$ cat src/hdl/csb_defs.svh
// Purpose: Offsets, field positions and reset values of the serial port.
// Assumes: Included by bare name.
// Notes:   Definitions only.
`ifndef CSB_DEFS_SVH
`define CSB_DEFS_SVH
// Register offsets on the register port.
`define CSB_A_CTL0     3'h0
`define CSB_A_CTL1     3'h1
`define CSB_A_CTL2     3'h2
`define CSB_A_STAT     3'h3
`define CSB_A_TX       3'h4
`define CSB_A_RX       3'h5
// Main control bit positions.
`define CSB_B_PWR      7
`define CSB_B_TXE      6
`define CSB_B_RXE      5
`define CSB_B_DIR      4
`define CSB_B_TMS      1
`define CSB_B_SCE      0
// Writable bits of main control; bits 3 and 2 read as zero.
`define CSB_CTL0_MASK  8'hf3
`define CSB_CTL1_MASK  8'h1f
`define CSB_CTL2_MASK  8'h0f
// Reset values.
`define CSB_RST_CTL0   8'h01
`define CSB_RST_CTL1   8'h00
`define CSB_RST_CTL2   8'h00
// Clock select code for slave role, and master half period base.
`define CSB_CKS_SLAVE  3'h7
`define CSB_HALF_BASE  8'h02
// Length field: top bit forces 16 bits, else 8 plus low bits.
`define CSB_LEN_BASE   4'h7
`define CSB_LEN_MAX    4'hf
`endif

$ cat src/hdl/csb_pkg.sv
// Purpose: Types shared by the serial port modules.
// Assumes: Nothing.
// Notes:   Direction mode is {transmit enable, receive enable}.
package csb_pkg;
   typedef enum logic [1:0] {
      CSB_OFF    = 2'b00,
      CSB_RXONLY = 2'b01,
      CSB_TXONLY = 2'b10,
      CSB_DUPLEX = 2'b11
   } csb_mode_t;
endpackage

$ cat src/hdl/csb_clk_if.sv
// Purpose: Carries shift clock control and edge pulses inside the port.
// Assumes: One clock domain.
// Notes:   Edge pulses are registered in the generator.
`timescale 1ns/1ps
interface csb_clk_if;
   logic       run;     // Transfer in progress.
   logic       slave;   // Clock comes from the pin.
   logic [2:0] cks;     // Master divide select.
   logic       sck_in;  // Serial clock pin level.
   logic       rise;    // Sampling edge pulse.
   logic       fall;    // Shifting edge pulse.
   logic       sck;     // Master clock level.
   modport gen  (input run, slave, cks, sck_in, output rise, fall, sck);
   modport core (output run, slave, cks, sck_in, input rise, fall, sck);
endinterface

$ cat src/hdl/csb_clkgen.sv
// Purpose: Makes the shift clock edges for master or slave role.
// Assumes: The pin input is synchronous to clk_i.
// Notes:   Clock idles high; falling edge shifts, rising edge samples.
`timescale 1ns/1ps
`include "csb_defs.svh"
module csb_clkgen (
   // Clock and reset.
   input  wire logic clk_i,
   input  wire logic rst_i,
   // Core side.
   csb_clk_if.gen    cif
);
   logic [7:0] cnt_reg;   // Half period counter.
   logic       prev_reg;  // Previous pin level for edge finding.
   logic [7:0] half_m1;   // Last count of a half period.

   // Divide by four times two to the select code.
   assign half_m1 = 8'((`CSB_HALF_BASE << cif.cks) - 8'h01);

   // Pin history for slave edges.
   always_ff @(posedge clk_i) begin
      if (rst_i) begin
         prev_reg <= 1'b1;
      end else begin
         prev_reg <= cif.sck_in;
      end
   end

   // Clock level, counter and edge pulses.
   always_ff @(posedge clk_i) begin
      if (rst_i || !cif.run) begin
         cnt_reg  <= 8'h00;
         cif.sck  <= 1'b1;
         cif.rise <= 1'b0;
         cif.fall <= 1'b0;
      end else if (cif.slave) begin
         // Nothing moves until the peer makes edges.
         cif.sck  <= 1'b1;
         cif.rise <= cif.sck_in & ~prev_reg;
         cif.fall <= ~cif.sck_in & prev_reg;
      end else if (cnt_reg == half_m1) begin
         cnt_reg  <= 8'h00;
         cif.sck  <= ~cif.sck;
         cif.rise <= ~cif.sck;
         cif.fall <= cif.sck;
      end else begin
         cnt_reg  <= cnt_reg + 8'h01;
         cif.rise <= 1'b0;
         cif.fall <= 1'b0;
      end
   end
endmodule

$ cat src/hdl/csb_serial_port.sv
// Purpose: Clocked serial port channel, single transfer mode.
// Assumes: Register strobes last one cycle; pins synchronous to clk_i.
// Notes:   Continuous mode bit is stored but behaves as single mode.
//
// Functional notes
// - Clock select 000 is master, fxx/4
// - Clock select 111 is slave, pin clock
// - Length field zero gives eight bits
// - Transmit write sets busy, starts transfer
// - Duplex write shifts out and in together
// - Receive-only dummy read sets busy, starts
// - Master drives clock, shifts and samples
// - Slave waits for peer clock edges
// - Last edge: stop, interrupt, clear busy
// - Read with trigger set starts next
// - Trigger clear lets read without starting
// - Length 8 to 16, data LSB aligned
// - Data out low while transmit disabled
// - Channel disable clears status and busy
`timescale 1ns/1ps
`include "csb_defs.svh"
module csb_serial_port
   import csb_pkg::*;
(
   // Clock and reset.
   input  wire logic        clk_i,
   input  wire logic        rst_i,
   // Register port.
   input  wire logic [2:0]  addr_i,
   input  wire logic [15:0] wdata_i,
   input  wire logic        wr_i,
   input  wire logic        rd_i,
   output logic      [15:0] rdata_o,
   // Serial pins.
   input  wire logic        serial_clock_pin_i,
   output logic             serial_clock_pin_o,
   output logic             serial_clock_pin_oe_o,
   output logic             serial_data_out_pin_o,
   input  wire logic        serial_data_in_pin_i,
   // Transfer end event.
   output logic             reception_end_irq_o
);

   ////////////////////////////////////////////////////////////////
   // Declarations.
   ////////////////////////////////////////////////////////////////

   logic [7:0]  serial_main_control_reg;   // Main control.
   logic [7:0]  serial_clock_format_reg;   // Clock format.
   logic [7:0]  serial_length_config_reg;  // Length config.
   logic [15:0] transmit_data_reg;         // Word to send.
   logic [15:0] receive_data_reg;          // Last word received.
   logic [15:0] rx_shift_reg;              // Bits being gathered.
   logic [15:0] rx_shift_next;             // Gathered bits with new one.
   logic        transfer_busy_flag_reg;    // Transfer in progress.
   logic [3:0]  bit_cnt_reg;               // Bits already sampled.
   logic        sdo_reg;                   // Data out pin.
   logic        oe_reg;                    // Clock pin enable.
   logic        irq_reg;                   // End event pulse.
   logic [15:0] rdata_reg;                 // Read answer.

   logic        channel_enable;            // Channel on.
   logic        transmit_enable;           // Transmit on.
   logic        receive_enable;            // Receive on.
   logic        bit_order_select;          // One for LSB first.
   logic        start_trigger_enable;      // Read may start reception.
   logic [2:0]  clock_source_select;       // Divide or slave.
   logic        slave_role;                // External clock.
   csb_mode_t   mode;                      // Direction mode.
   logic [3:0]  len_m1;                    // Bit count minus one.
   logic        tx_start;                  // Start by transmit write.
   logic        rx_start;                  // Start by receive read.
   logic        last_edge;                 // Final sampling edge.
   logic        tx_bit;                    // Bit now presented.

   csb_clk_if   cif ();                    // Clock generator link.

   ////////////////////////////////////////////////////////////////
   // Field decode.
   ////////////////////////////////////////////////////////////////

   // Fields of main control at their fixed places.
   assign channel_enable       = serial_main_control_reg[`CSB_B_PWR];
   assign transmit_enable      = serial_main_control_reg[`CSB_B_TXE];
   assign receive_enable       = serial_main_control_reg[`CSB_B_RXE];
   assign bit_order_select     = serial_main_control_reg[`CSB_B_DIR];
   assign start_trigger_enable = serial_main_control_reg[`CSB_B_SCE];
   assign mode = csb_mode_t'({transmit_enable, receive_enable});

   // Select 111 is slave, the rest divide the core clock.
   assign clock_source_select = serial_clock_format_reg[2:0];
   assign slave_role = (clock_source_select == `CSB_CKS_SLAVE);

   // Length field: zero gives eight bits, top bit sixteen.
   assign len_m1 = serial_length_config_reg[3] ? `CSB_LEN_MAX :
                   ({1'b0, serial_length_config_reg[2:0]} + `CSB_LEN_BASE);

   ////////////////////////////////////////////////////////////////
   // Start triggers and shift edges.
   ////////////////////////////////////////////////////////////////

   // A transmit write starts transmit-only and duplex transfers.
   assign tx_start = wr_i && (addr_i == `CSB_A_TX) && channel_enable &&
                     transmit_enable && !transfer_busy_flag_reg;

   // In receive-only mode a read with the trigger set starts.
   assign rx_start = rd_i && (addr_i == `CSB_A_RX) && channel_enable &&
                     (mode == CSB_RXONLY) && start_trigger_enable &&
                     !transfer_busy_flag_reg;

   // The sampling edge of the last configured bit ends the transfer.
   assign last_edge = cif.rise && transfer_busy_flag_reg &&
                      (bit_cnt_reg == len_m1);

   // Bit on the wire; the word sits at the LSB end in both orders.
   assign tx_bit = bit_order_select ? transmit_data_reg[bit_cnt_reg] :
                   transmit_data_reg[4'(len_m1 - bit_cnt_reg)];

   // New bit merged into the gathered word; unused upper bits stay zero.
   always_comb begin
      if (bit_order_select) begin
         rx_shift_next = rx_shift_reg |
                         (16'(serial_data_in_pin_i) << bit_cnt_reg);
      end else begin
         rx_shift_next = {rx_shift_reg[14:0], serial_data_in_pin_i};
      end
   end

   ////////////////////////////////////////////////////////////////
   // Clock generator.
   ////////////////////////////////////////////////////////////////

   // The generator only runs while busy, so a slave waits for
   // peer edges and a master stops clocking after the last bit.
   assign cif.run    = transfer_busy_flag_reg;
   assign cif.slave  = slave_role;
   assign cif.cks    = clock_source_select;
   assign cif.sck_in = serial_clock_pin_i;

   csb_clkgen u_clkgen (
      .clk_i (clk_i),
      .rst_i (rst_i),
      .cif   (cif)
   );

   ////////////////////////////////////////////////////////////////
   // Control registers.
   ////////////////////////////////////////////////////////////////

   // Main control. Direction, order and mode bits are frozen while
   // the channel stays on; a write that also clears the enable
   // may change them, so one write can shut everything down.
   always_ff @(posedge clk_i) begin
      if (rst_i) begin
         serial_main_control_reg <= `CSB_RST_CTL0;
      end else if (wr_i && addr_i == `CSB_A_CTL0) begin
         if (!channel_enable || !wdata_i[`CSB_B_PWR]) begin
            serial_main_control_reg <= wdata_i[7:0] & `CSB_CTL0_MASK;
         end else begin
            serial_main_control_reg <= {wdata_i[7],
                                        serial_main_control_reg[6:1],
                                        wdata_i[0]};
         end
      end
   end

   // Clock format only changes while the channel is off.
   always_ff @(posedge clk_i) begin
      if (rst_i) begin
         serial_clock_format_reg <= `CSB_RST_CTL1;
      end else if (wr_i && addr_i == `CSB_A_CTL1 && !channel_enable) begin
         serial_clock_format_reg <= wdata_i[7:0] & `CSB_CTL1_MASK;
      end
   end

   // Length changes while off or with both directions off.
   always_ff @(posedge clk_i) begin
      if (rst_i) begin
         serial_length_config_reg <= `CSB_RST_CTL2;
      end else if (wr_i && addr_i == `CSB_A_CTL2 &&
                   (!channel_enable || mode == CSB_OFF)) begin
         serial_length_config_reg <= wdata_i[7:0] & `CSB_CTL2_MASK;
      end
   end

   // Transmit word. Held steady while a transfer runs, since the
   // bit on the wire is picked straight out of it.
   always_ff @(posedge clk_i) begin
      if (rst_i) begin
         transmit_data_reg <= 16'h0000;
      end else if (wr_i && addr_i == `CSB_A_TX && !transfer_busy_flag_reg) begin
         transmit_data_reg <= wdata_i;
      end
   end

   ////////////////////////////////////////////////////////////////
   // Transfer engine.
   ////////////////////////////////////////////////////////////////

   // Busy flag. Disabling the channel clears it at once.
   always_ff @(posedge clk_i) begin
      if (rst_i) begin
         transfer_busy_flag_reg <= 1'b0;
      end else if (!channel_enable) begin
         transfer_busy_flag_reg <= 1'b0;
      end else if (tx_start || rx_start) begin
         transfer_busy_flag_reg <= 1'b1;
      end else if (last_edge) begin
         transfer_busy_flag_reg <= 1'b0;
      end
   end

   // Bit counter, advanced on each sampling edge but the last.
   always_ff @(posedge clk_i) begin
      if (rst_i) begin
         bit_cnt_reg <= 4'h0;
      end else if (tx_start || rx_start) begin
         bit_cnt_reg <= 4'h0;
      end else if (cif.rise && transfer_busy_flag_reg && !last_edge) begin
         bit_cnt_reg <= bit_cnt_reg + 4'h1;
      end
   end

   // Input sampling on the rising edge, in every mode.
   always_ff @(posedge clk_i) begin
      if (rst_i) begin
         rx_shift_reg <= 16'h0000;
      end else if (tx_start || rx_start) begin
         rx_shift_reg <= 16'h0000;
      end else if (cif.rise && transfer_busy_flag_reg) begin
         rx_shift_reg <= rx_shift_next;
      end
   end

   // Received word is kept only with receive enabled.
   always_ff @(posedge clk_i) begin
      if (rst_i) begin
         receive_data_reg <= 16'h0000;
      end else if (last_edge && receive_enable) begin
         receive_data_reg <= rx_shift_next;
      end
   end

   // End pulse, also in transmit-only mode.
   always_ff @(posedge clk_i) begin
      if (rst_i) begin
         irq_reg <= 1'b0;
      end else begin
         irq_reg <= last_edge;
      end
   end

   // Data out follows the bit counter; low with transmit off.
   always_ff @(posedge clk_i) begin
      if (rst_i) begin
         sdo_reg <= 1'b0;
      end else begin
         sdo_reg <= transmit_enable & tx_bit;
      end
   end

   // Clock pin is driven only by an enabled master.
   always_ff @(posedge clk_i) begin
      if (rst_i) begin
         oe_reg <= 1'b0;
      end else begin
         oe_reg <= channel_enable & ~slave_role;
      end
   end

   ////////////////////////////////////////////////////////////////
   // Register read port.
   ////////////////////////////////////////////////////////////////

   // Answer stands one cycle after the read strobe, zero otherwise.
   always_ff @(posedge clk_i) begin
      if (rst_i || !rd_i) begin
         rdata_reg <= 16'h0000;
      end else begin
         unique case (addr_i)
            `CSB_A_CTL0: rdata_reg <= {8'h00, serial_main_control_reg};
            `CSB_A_CTL1: rdata_reg <= {8'h00, serial_clock_format_reg};
            `CSB_A_CTL2: rdata_reg <= {8'h00, serial_length_config_reg};
            `CSB_A_STAT: rdata_reg <= {15'h0000, transfer_busy_flag_reg};
            `CSB_A_TX:   rdata_reg <= transmit_data_reg;
            `CSB_A_RX:   rdata_reg <= receive_data_reg;
            default:     rdata_reg <= 16'h0000;
         endcase
      end
   end

   // Outputs, each from a flip-flop.
   assign rdata_o               = rdata_reg;
   assign serial_clock_pin_o    = cif.sck;
   assign serial_clock_pin_oe_o = oe_reg;
   assign serial_data_out_pin_o = sdo_reg;
   assign reception_end_irq_o   = irq_reg;
endmodule

$ cat config.mk
export PLATFORM = sky130hd
export DESIGN_NAME = csb_serial_port
export DESIGN_NICKNAME = d
export VERILOG_FILES = /design/src/hdl/csb_pkg.sv /design/src/hdl/csb_clk_if.sv /design/src/hdl/csb_clkgen.sv /design/src/hdl/csb_serial_port.sv
export VERILOG_INCLUDE_DIRS = /design/src /design/src/hdl
export SDC_FILE = /design/constraint.sdc
export NUM_CORES = 1
export LEC_CHECK = 0
export BUFFER_PORTS_ARGS = -buffer_cell sky130_fd_sc_hd__buf_2
export CAP_MARGIN = 20
export CELL_PAD_IN_SITES_DETAIL_PLACEMENT = 1
export CELL_PAD_IN_SITES_GLOBAL_PLACEMENT = 1
export CORE_MARGIN = 2
export CORE_UTILIZATION = 48
export DETAILED_ROUTE_END_ITERATION = 6
export GPL_ROUTABILITY_DRIVEN = 1
export PLACE_DENSITY_LB_ADDON = 0.1
export SLEW_MARGIN = 30
export SYNTH_ARGS = -nofsm -noshare
export SYNTH_HDL_FRONTEND = slang
export SYNTH_SLANG_ARGS = --single-unit
$ cat constraint.sdc
create_clock -name clk_i -period 5.1 [get_ports clk_i]
set_input_delay 0 -clock clk_i [delete_from_list [all_inputs] [get_ports clk_i]]
set_output_delay 0 -clock clk_i [all_outputs]
set_load 0.05 [all_outputs]
==> results of run 1 <==
-- power by group --
group          leakage [nW]  internal, mW  switching [mW]
combinational          1.23        0.0427          0.0534
clock                0.0966         0.228           0.286
sequential            0.791         0.771         0.00788
-- tightest hold or removal path: stages --
cell and delay (ns):
buf_2 0.09, nand2b_1 0.14, nor2_1 0.13
-- per-stage QoR --
stage / setup slack, ns / total power, mW / util, % / instances
finish: 2.33 / 1.39 / 55.4 / 724
global route: 2.04 / 1.45 / 55.4 / 724
CTS: 2.33 / 1.40 / 55.4 / 724
detailed placement: 2.35 / 0.882 / 51.6 / 691
global placement: 2.40 / 0.879 / 51.6 / 691
floorplan: 2.67 / 0.853 / - / 541
-- metal layers --
metal  share of wire (%)  vias up  track usage, %  routed length, um
li1                    -     1968               -                  -
met1                  44     1978            31.6               5690
met2                  51       66            46.2               6690
met3                 3.4       17            5.24                449
met4                 1.5        0            6.48                193
met5                   0        -               0                  0
-- placed cells by master, fill, tap and decap left out, drive strengths merged, types with 2 or more instances in the layout --
master       netlist  routed
mux4               9       9
and3b              2       2
o21ai              6       6
nand3b             2       2
a22oi              2       2
or3                2       2
ha                 6       6
nand3              8       8
mux2               6       6
or2b               3       3
dfxtp             98      98
dlygate4sd3        0      17
or2                2       2
nor3               5       5
nor4               2       2
inv               11      12
nand2             38      38
nor2             124     124
a31oi             11      11
clkinv             1       4
a21oi             56      56
a211oi             4       4
buf               17      47
and3               6       6
nor2b              4       4
a221o              2       2
nand4b             2       2
o22ai              2       2
nand2b             7       7
mux2i             53      53
clkbuf            13      10
nor3b              3       3
xnor2             10      10
nand4              4       4
a21o               8       8
-- area by class of cell --
| cell class | count | area, um^2 |
|---|---|---|
| Fill cell | 1174 | 4320 |
| Sequential cell | 98 | 1960 |
| Tap cell | 133 | 166 |
| Timing Repair Buffer | 64 | 413 |
| Inverter | 12 | 45.0 |
| Clock inverter | 6 | 65.1 |
| Multi-Input combinational cell | 401 | 2580 |
| Clock buffer | 10 | 128 |
-- worst min-delay path by stage --
stage                              endpoint  depth (start not counted)
after floorplan           u_clkgen.prev_reg                          1
after CTS                        rdata_o[1]                          3
after detailed placement  u_clkgen.prev_reg                          2
final                            rdata_o[2]                          3
after global routing             rdata_o[2]                          3
after global placement    u_clkgen.prev_reg                          2
-- what timing repair did --
action,CTS,global route
hold endpoints to repair,33,0
setup buffers,0,0
hold buffers,17,0
-- logic make-up after synthesis --
kind of cell,after synthesis,synth area share [%]
AND/OR/NAND/NOR,216,20.7
AO/OA/AOI/OAI,99,12.5
flip-flops,98,41.4
multiplexers,68,17.0
buffers and inverters,42,4.27
XOR/XNOR,11,2.19
adder cells (fa/ha/maj),7,2.00
==> metrics.cfg, run 1 <==
[final_layout]
antenna_cells=0
area_growth_pct=13.1
drive_gt1_share_pct=15.4
nNetsFinal=618
fin_area_um2=5360

[critical_path]
cp.required_ns=5.38
reg2reg_slack_ns=2.33
reg2reg_depth=8
crit_fanout=4
cp_slowest_cell=fa_1
timing.rr.start=serial_length_config_reg[0]
crit_buf_inv=2
crit_chain=inv_1 > ha_1 > nand2b_1 > inv_1 > fa_1 > mux4_2 > mux4_1 > a21o_1
arrival_ns=3.06
cp-start-kind=register
endpoint=serial_data_out_pin_o
crit_top_cell=inv_1
r2r-end=serial_data_out_pin_o
critPathMaxStageDelay_ns=0.66
setup.worst_path.start=serial_length_config_reg[0]
cp_top_family=adder cells
path_class=reg2reg
crit_cells=8
cp-end-kind=register

[clock_tree]
cts_tree=done
cts_resized=0
root_buffer=clkbuf_8
cts-buffers-inserted=9
clk_latency_ns=0.38
cts_buffer_depth=2
clk_pin_slew_ns=0.11
cts.sinks=98
htreeDepth=3

[floorplan]
io_pins=45
row_count=36
core_um2=9680
initial_core_util_pct=49.0
die_h_um=103
dieArea_um2=10700
die_w_um=103

[drt]
routed_via_density=5.56
wl_per_cell_um=18.0
wl_mm=13.0
drcViolationCount=0
antenna_left=0
drt_pre_antenna_iters=4
drtIter0Drc=131
num_vias=4029

[yosys]
async_flop_share_pct=0
syn_area_per_cell_um2=8.77
yosysTopAreaCell=dfxtp_1
synth_commonest_cells=124 x nor2_1, 98 x dfxtp_1, 56 x a21oi_1
synth-edff-count=0
ys_warn_count=0
synth_most_common_cell=nor2_1
synth_top_area_share_pct=41.4
seq_area_frac_synth_pct=41.4
synthesis.instances=541
synth_area_um2=4740
synth_area_leaders=dfxtp_1 41%, mux2i_1 11%, nor2_1 9.8%, a21oi_1 5.9%, mux4_2 3.8%
synthFlopType=dfxtp_1
synth_fp_nets=573
yosys_register_bits=98
ys_types=57

[global_routing]
grt_max_degree=56
grt_pass1_vias=4175
gr-total-overflow=0
grt_usage_pct=25.8
antenna_found_initial=0
grt_pass1_wl_mm=21.0

[timing]
worst_slew_pin_slew_ns=0.889
hold_violations=0
fin_worst_skew_ns=0.0146
max_slew_margin_pct=40.6
drv_slew=0
holdWs_ns=0.0247
rsz0062_at_grt=false
setup_tns_ns=0
timing.final.crit_share_pct=54.4
max_freq_mhz=360
period_needed_ns=2.77
setup_viol_count_final=0

[worst_hold_path]
min_from=rd_i
min_path_type=in2reg

[pwr]
p_leak_nw=2.12
powerDensity_nw_per_um2=259
peakVddDrop_mv=0.178

[flow_run]
drv_cap=0

[place]
postPlaceCellArea_um2=5000
hpwl_mm=9.02
gp_congestion=0.834
portBuffers=44

[outcome]
status=complete, no violations

No activity file was read; power rests on OpenSTA's default activity.
==> inputs of run 2 (changes only) <==
--- a/config.mk
+++ b/config.mk
@@ -11,7 +11,7 @@
 export CELL_PAD_IN_SITES_DETAIL_PLACEMENT = 1
 export CELL_PAD_IN_SITES_GLOBAL_PLACEMENT = 1
 export CORE_MARGIN = 2
-export CORE_UTILIZATION = 48
+export CORE_UTILIZATION = 41
 export DETAILED_ROUTE_END_ITERATION = 6
 export GPL_ROUTABILITY_DRIVEN = 1
 export PLACE_DENSITY_LB_ADDON = 0.1
==> constraint.sdc (replaced) <==
create_clock -name clk_i -period 2.5 [get_ports clk_i]
set_input_delay 0 -clock clk_i [delete_from_list [all_inputs] [get_ports clk_i]]
set_output_delay 0 -clock clk_i [all_outputs]
set_load 0.05 [all_outputs]
==> run 2 against run 1 <==
Against the previous run:
- critical path depth unchanged
- sequential share of layout area decreased by 1.7 points
- count of clock-buffer cells in the layout increased by 1
- routed wire length increased by 3.5%
- clock skew decreased by 0.0037 ns
- largest cell class unchanged
- highest routed layer unchanged
==> metrics.cfg, run 2 (synthesized netlist as in run 1, its figures left out) <==
[critical_path]
cp-end-kind=register
cp_top_family=adder cells
cp.required_ns=2.75
crit_chain=inv_2 > ha_4 > nand2b_4 > inv_2 > fa_2 > mux4_2 > mux4_2 > a21o_1
critPathMaxStageDelay_ns=0.59
crit_fanout=4
cp-start-kind=register
cp_slowest_cell=fa_2
arrival_ns=2.66
path_class=reg2reg
crit_buf_inv=2

[drt]
num_vias=4050
drcViolationCount=0
drtIter0Drc=201
drt_pre_antenna_iters=4
routed_via_density=5.43
wl_per_cell_um=18.1
antenna_left=0
wl_mm=13.5

[clock_tree]
clk_latency_ns=0.35
clk_pin_slew_ns=0.07
root_buffer=clkbuf_16
htreeDepth=3
cts-buffers-inserted=9
cts.sinks=98
cts_tree=done
cts_buffer_depth=2

[final_layout]
final_cell_mix=124 x nor2_1, 96 x dfxtp_1, 55 x a21oi_1
nNetsFinal=630
antenna_cells=0
multi_input_area_um2=2640
fin_area_um2=5630
final_common_cell=nor2_1
area_growth_pct=18.6
n_fill_cell=1342
seq_area_um2=1960
final_util_pct=49.5
drive_gt1_share_pct=19.2

[timing]
drv_slew=0
hold_violations=0
rsz0062_at_grt=false
max_freq_mhz=416
max_slew_margin_pct=47.5
worst_slew_pin_slew_ns=0.787
period_needed_ns=2.40
setup_viol_count_final=0
fin_worst_skew_ns=0.0109
timing.final.crit_share_pct=96.1
setup_tns_ns=0

[global_routing]
grt_usage_pct=22.6
antenna_found_initial=0
grt_max_degree=33
grt_pass1_wl_mm=22.5
grt_pass1_vias=4296
gr-total-overflow=0

[place]
gp_congestion=0.836
portBuffers=44
hpwl_mm=9.35
postPlaceCellArea_um2=5110

[floorplan]
die_w_um=112
io_pins=45
core_um2=11400
row_count=39
dieArea_um2=12400
initial_core_util_pct=41.7
die_h_um=112

[pwr]
p_leak_nw=2.22
combPwrFrac_pct=6.7
p_int_mw=2.40
power.net_switching_uw=746
seqPwrFrac_pct=50.6
powerDensity_nw_per_um2=559
clockPowerShare_pct=42.8
peakVddDrop_mv=0.359
switching_share_pct=23.7

[worst_hold_path]
min_path_type=in2reg

[outcome]
status=complete, no violations

[flow_run]
drv_cap=0

## run 2: path summary, 6_finish.rpt
check	from	end	slack (ns)	depth (start not counted)
worst min register to register	rx_shift_reg[15]	rx_shift_reg[15]	0.47	2
worst min-delay path	rd_i	rdata_o[0]	0.06	3
worst max-delay path	serial_length_config_reg[0]	serial_data_out_pin_o	0.1	8
worst max register to register	serial_length_config_reg[0]	serial_data_out_pin_o	0.1	8
## run 2: what timing repair did
action,CTS,global route
endpoints found under the setup margin,1,14
buffers inserted,1,0
endpoints found under the hold margin,32,0
pin swaps,1,6
resized for setup,3,10
hold buffers,17,0
## run 2: cell type report
type	count	share of cell area (%)
clock buffer	11	4.49
clock inverter	5	0.645
inverter	12	0.800
multi-input combinational	401	46.8
sequential	98	34.9
tap	143	3.18
timing repair buffer	76	9.16
## run 2: power by group through the flow
| stage | clock (mW) | sequential [mW] | combinational (mW) |
|---|---|---|---|
| floorplan | 0 | 1.62 | 0.119 |
| global placement | 0 | 1.63 | 0.174 |
| detailed placement | 0 | 1.63 | 0.179 |
| CTS | 1.39 | 1.59 | 0.202 |
| global route | 1.45 | 1.59 | 0.229 |
| finish | 1.35 | 1.59 | 0.210 |
## run 2: worst register-to-register path, cell delays in order (launching register included)
cell,delay (ns)
dfxtp_2,0.35
inv_2,0.06
ha_4,0.22
nand2b_4,0.07
inv_2,0.04
fa_2,0.59
mux4_2,0.32
mux4_2,0.48
a21o_1,0.19
## run 2: layer usage
metal,GRT usage (%),part of all wire [%],up-vias
li1,-,-,1988
met1,28.9,45,1980
met2,39.2,50,62
met3,3.21,3.1,20
met4,8.07,1.9,0
met5,0,0,-
## run 2: stage by stage
stage	worst slack (ns)	hold slack [ns]	std cells	total power, mW
floorplan	0.0656	0.104	541	1.74
global placement	0.0237	0.205	712	1.80
detailed placement	-0.106	0.212	712	1.81
CTS	0.0202	0.0546	746	3.18
global route	0.0378	0.0723	746	3.27
finish	0.0976	0.0580	746	3.15
==> inputs of run 3 (changes only) <==
--- a/config.mk
+++ b/config.mk
@@ -11,9 +11,10 @@
 export CELL_PAD_IN_SITES_DETAIL_PLACEMENT = 1
 export CELL_PAD_IN_SITES_GLOBAL_PLACEMENT = 1
 export CORE_MARGIN = 2
-export CORE_UTILIZATION = 41
+export CORE_UTILIZATION = 45
 export DETAILED_ROUTE_END_ITERATION = 6
 export GPL_ROUTABILITY_DRIVEN = 1
+export MAX_ROUTING_LAYER = met4
 export PLACE_DENSITY_LB_ADDON = 0.1
 export SLEW_MARGIN = 30
 export SYNTH_ARGS = -nofsm -noshare
==> constraint.sdc (replaced) <==
create_clock -name clk_i -period 2.4 [get_ports clk_i]
set_input_delay 0 -clock clk_i [delete_from_list [all_inputs] [get_ports clk_i]]
set_output_delay 0 -clock clk_i [all_outputs]
set_load 0.05 [all_outputs]
==> run 3 against run 2 <==
Against the previous run:
- die area shrank 8.6%
- combinational power up 4%
- clock power down 29%
- fmax rose by 1.1%
- highest routed layer unchanged
- sequential power grew 4%
- clock skew increased by 0.0050 ns
- routed wire length shrank 1.6%
- register-to-register slack worse by 0.07 ns
- cell count shrank 0.54%
- flip-flop and latch count stayed put
- worst setup slack got worse by 0.074 ns
- critical path depth unchanged
==> metrics.cfg, run 3 (synthesized netlist as in run 1, its figures left out) <==
[clock_tree]
cts_buffer_depth=2
clk_latency_ns=0.39
clk_pin_slew_ns=0.10
cts_tree=done
cts.sinks=98
root_buffer=clkbuf_8
cts-buffers-inserted=9
htreeDepth=3

[pwr]
switching_share_pct=25.7
combPwrFrac_pct=7.7
power.net_switching_uw=729
seqPwrFrac_pct=58.5
p_int_mw=2.10
powerDensity_nw_per_um2=511
clockPowerShare_pct=33.7
p_leak_nw=2.18
peakVddDrop_mv=0.403

[critical_path]
path_class=reg2reg
cp.required_ns=2.70
cp-end-kind=register
timing.rr.start=serial_length_config_reg[0]
endpoint=serial_data_out_pin_o
setup.worst_path.start=serial_length_config_reg[0]
cp-start-kind=register
r2r-end=serial_data_out_pin_o
reg2reg_slack_ns=0.02
reg2reg_depth=8
crit_fanout=4
arrival_ns=2.67

[timing]
setup_viol_count_final=0
drv_slew=0
rsz0062_at_grt=true
finalWorstSetupSlack_ns=0.0233
max_slew_margin_pct=54.2
timing.final.crit_share_pct=99.0
worst_slew_pin_slew_ns=0.687
period_needed_ns=2.38
hold_violations=0
max_freq_mhz=421
fin_worst_skew_ns=0.0158

[global_routing]
grt_pass1_vias=4262
gr-total-overflow=0
grt_usage_pct=25.3
grt_max_degree=34
grt_pass1_wl_mm=21.7
antenna_found_initial=0

[final_layout]
seq_area_um2=1970
nNetsFinal=635
stdcell_count=742
final_common_cell=nor2_1
antenna_cells=0
n_fill_cell=1245
area_growth_pct=16.9
fin_area_um2=5550
multi_input_area_um2=2660
final_cell_mix=123 x nor2_1, 95 x dfxtp_1, 54 x a21oi_1
drive_gt1_share_pct=20.3

[worst_hold_path]
whs_path_depth=3
min_path_type=in2reg

[place]
hpwl_mm=9.31
post-place-ws_ns=-0.106
postPlaceCellArea_um2=5120
dp_cells=710
gp_congestion=0.851
portBuffers=44

[floorplan]
die_h_um=107
initial_core_util_pct=46.2
row_count=37
core_um2=10300
dieArea_um2=11400
die_w_um=107
io_pins=45

[outcome]
status=complete, no violations

[drt]
drtIter0Drc=196
drt_pre_antenna_iters=4
wl_mm=13.3
num_vias=4114
drcViolationCount=0
routed_via_density=5.54
wl_per_cell_um=17.9
antenna_left=0

[flow_run]
drv_cap=0

-- run 3: layout make-up --
type / count / area share, %
Clock inverter: 5 / 0.609
Inverter: 12 / 0.812
Clock buffer: 9 / 2.23
Timing Repair Buffer: 81 / 9.88
Multi-Input combinational cell: 401 / 47.9
Tap cell: 136 / 3.07
Sequential cell: 98 / 35.4
-- run 3: worst max-delay path: stages, from the launching register on --
cell and delay (ns):
dfxtp_2 0.35, inv_2 0.09, buf_6 0.10, nor2_4 0.03, ha_4 0.16, fa_2 0.60
mux4_2 0.31, mux4_2 0.48, a21o_1 0.17
-- run 3: how the worst min path moves through the flow --
stage                             startpoint                end
final                                   rd_i         rdata_o[3]
after global routing                    rd_i         rdata_o[1]
after CTS                               rd_i         rdata_o[1]
after detailed placement  serial_clock_pin_i  u_clkgen.prev_reg
after global placement    serial_clock_pin_i  u_clkgen.prev_reg
after floorplan           serial_clock_pin_i  u_clkgen.prev_reg
-- run 3: power by group through the flow --
stage	combinational [mW]	sequential, mW	clock [mW]
after floorplan	0.124	1.69	0
after global placement	0.181	1.69	0
after detailed placement	0.187	1.69	0
after CTS	0.213	1.66	0.975
after global routing	0.240	1.66	1.05
final	0.219	1.66	0.955
-- run 3: timing repair --
item,CTS,global route
hold endpoints to repair,33,0
pin swaps,4,6
setup endpoints to repair,1,5
buffers inserted,1,0
hold buffers,17,0
resized for setup,10,10
-- run 3: per-layer routing --
metal	wire, um	share of wire, %	track usage (%)	up-vias
li1	-	-	-	1990
met5	0	0	-	-
met4	256	1.9	9.18	0
met3	410	3.1	4.32	17
met1	5880	44	30.9	2028
met2	6710	51	42.1	79
-- run 3: stage by stage --
step	total power, mW	hold slack [ns]	utilization [%]	TNS (ns)
2_1_floorplan	1.81	0.104	-	0
3_3_place_gp	1.87	0.203	49.9	-0.0244
3_5_place_dp	1.88	0.205	49.9	-0.106
4_1_cts	2.84	0.000989	53.4	0
5_1_grt	2.95	0.0269	54.0	-0.0672
6_report	2.83	0.0260	54.0	0
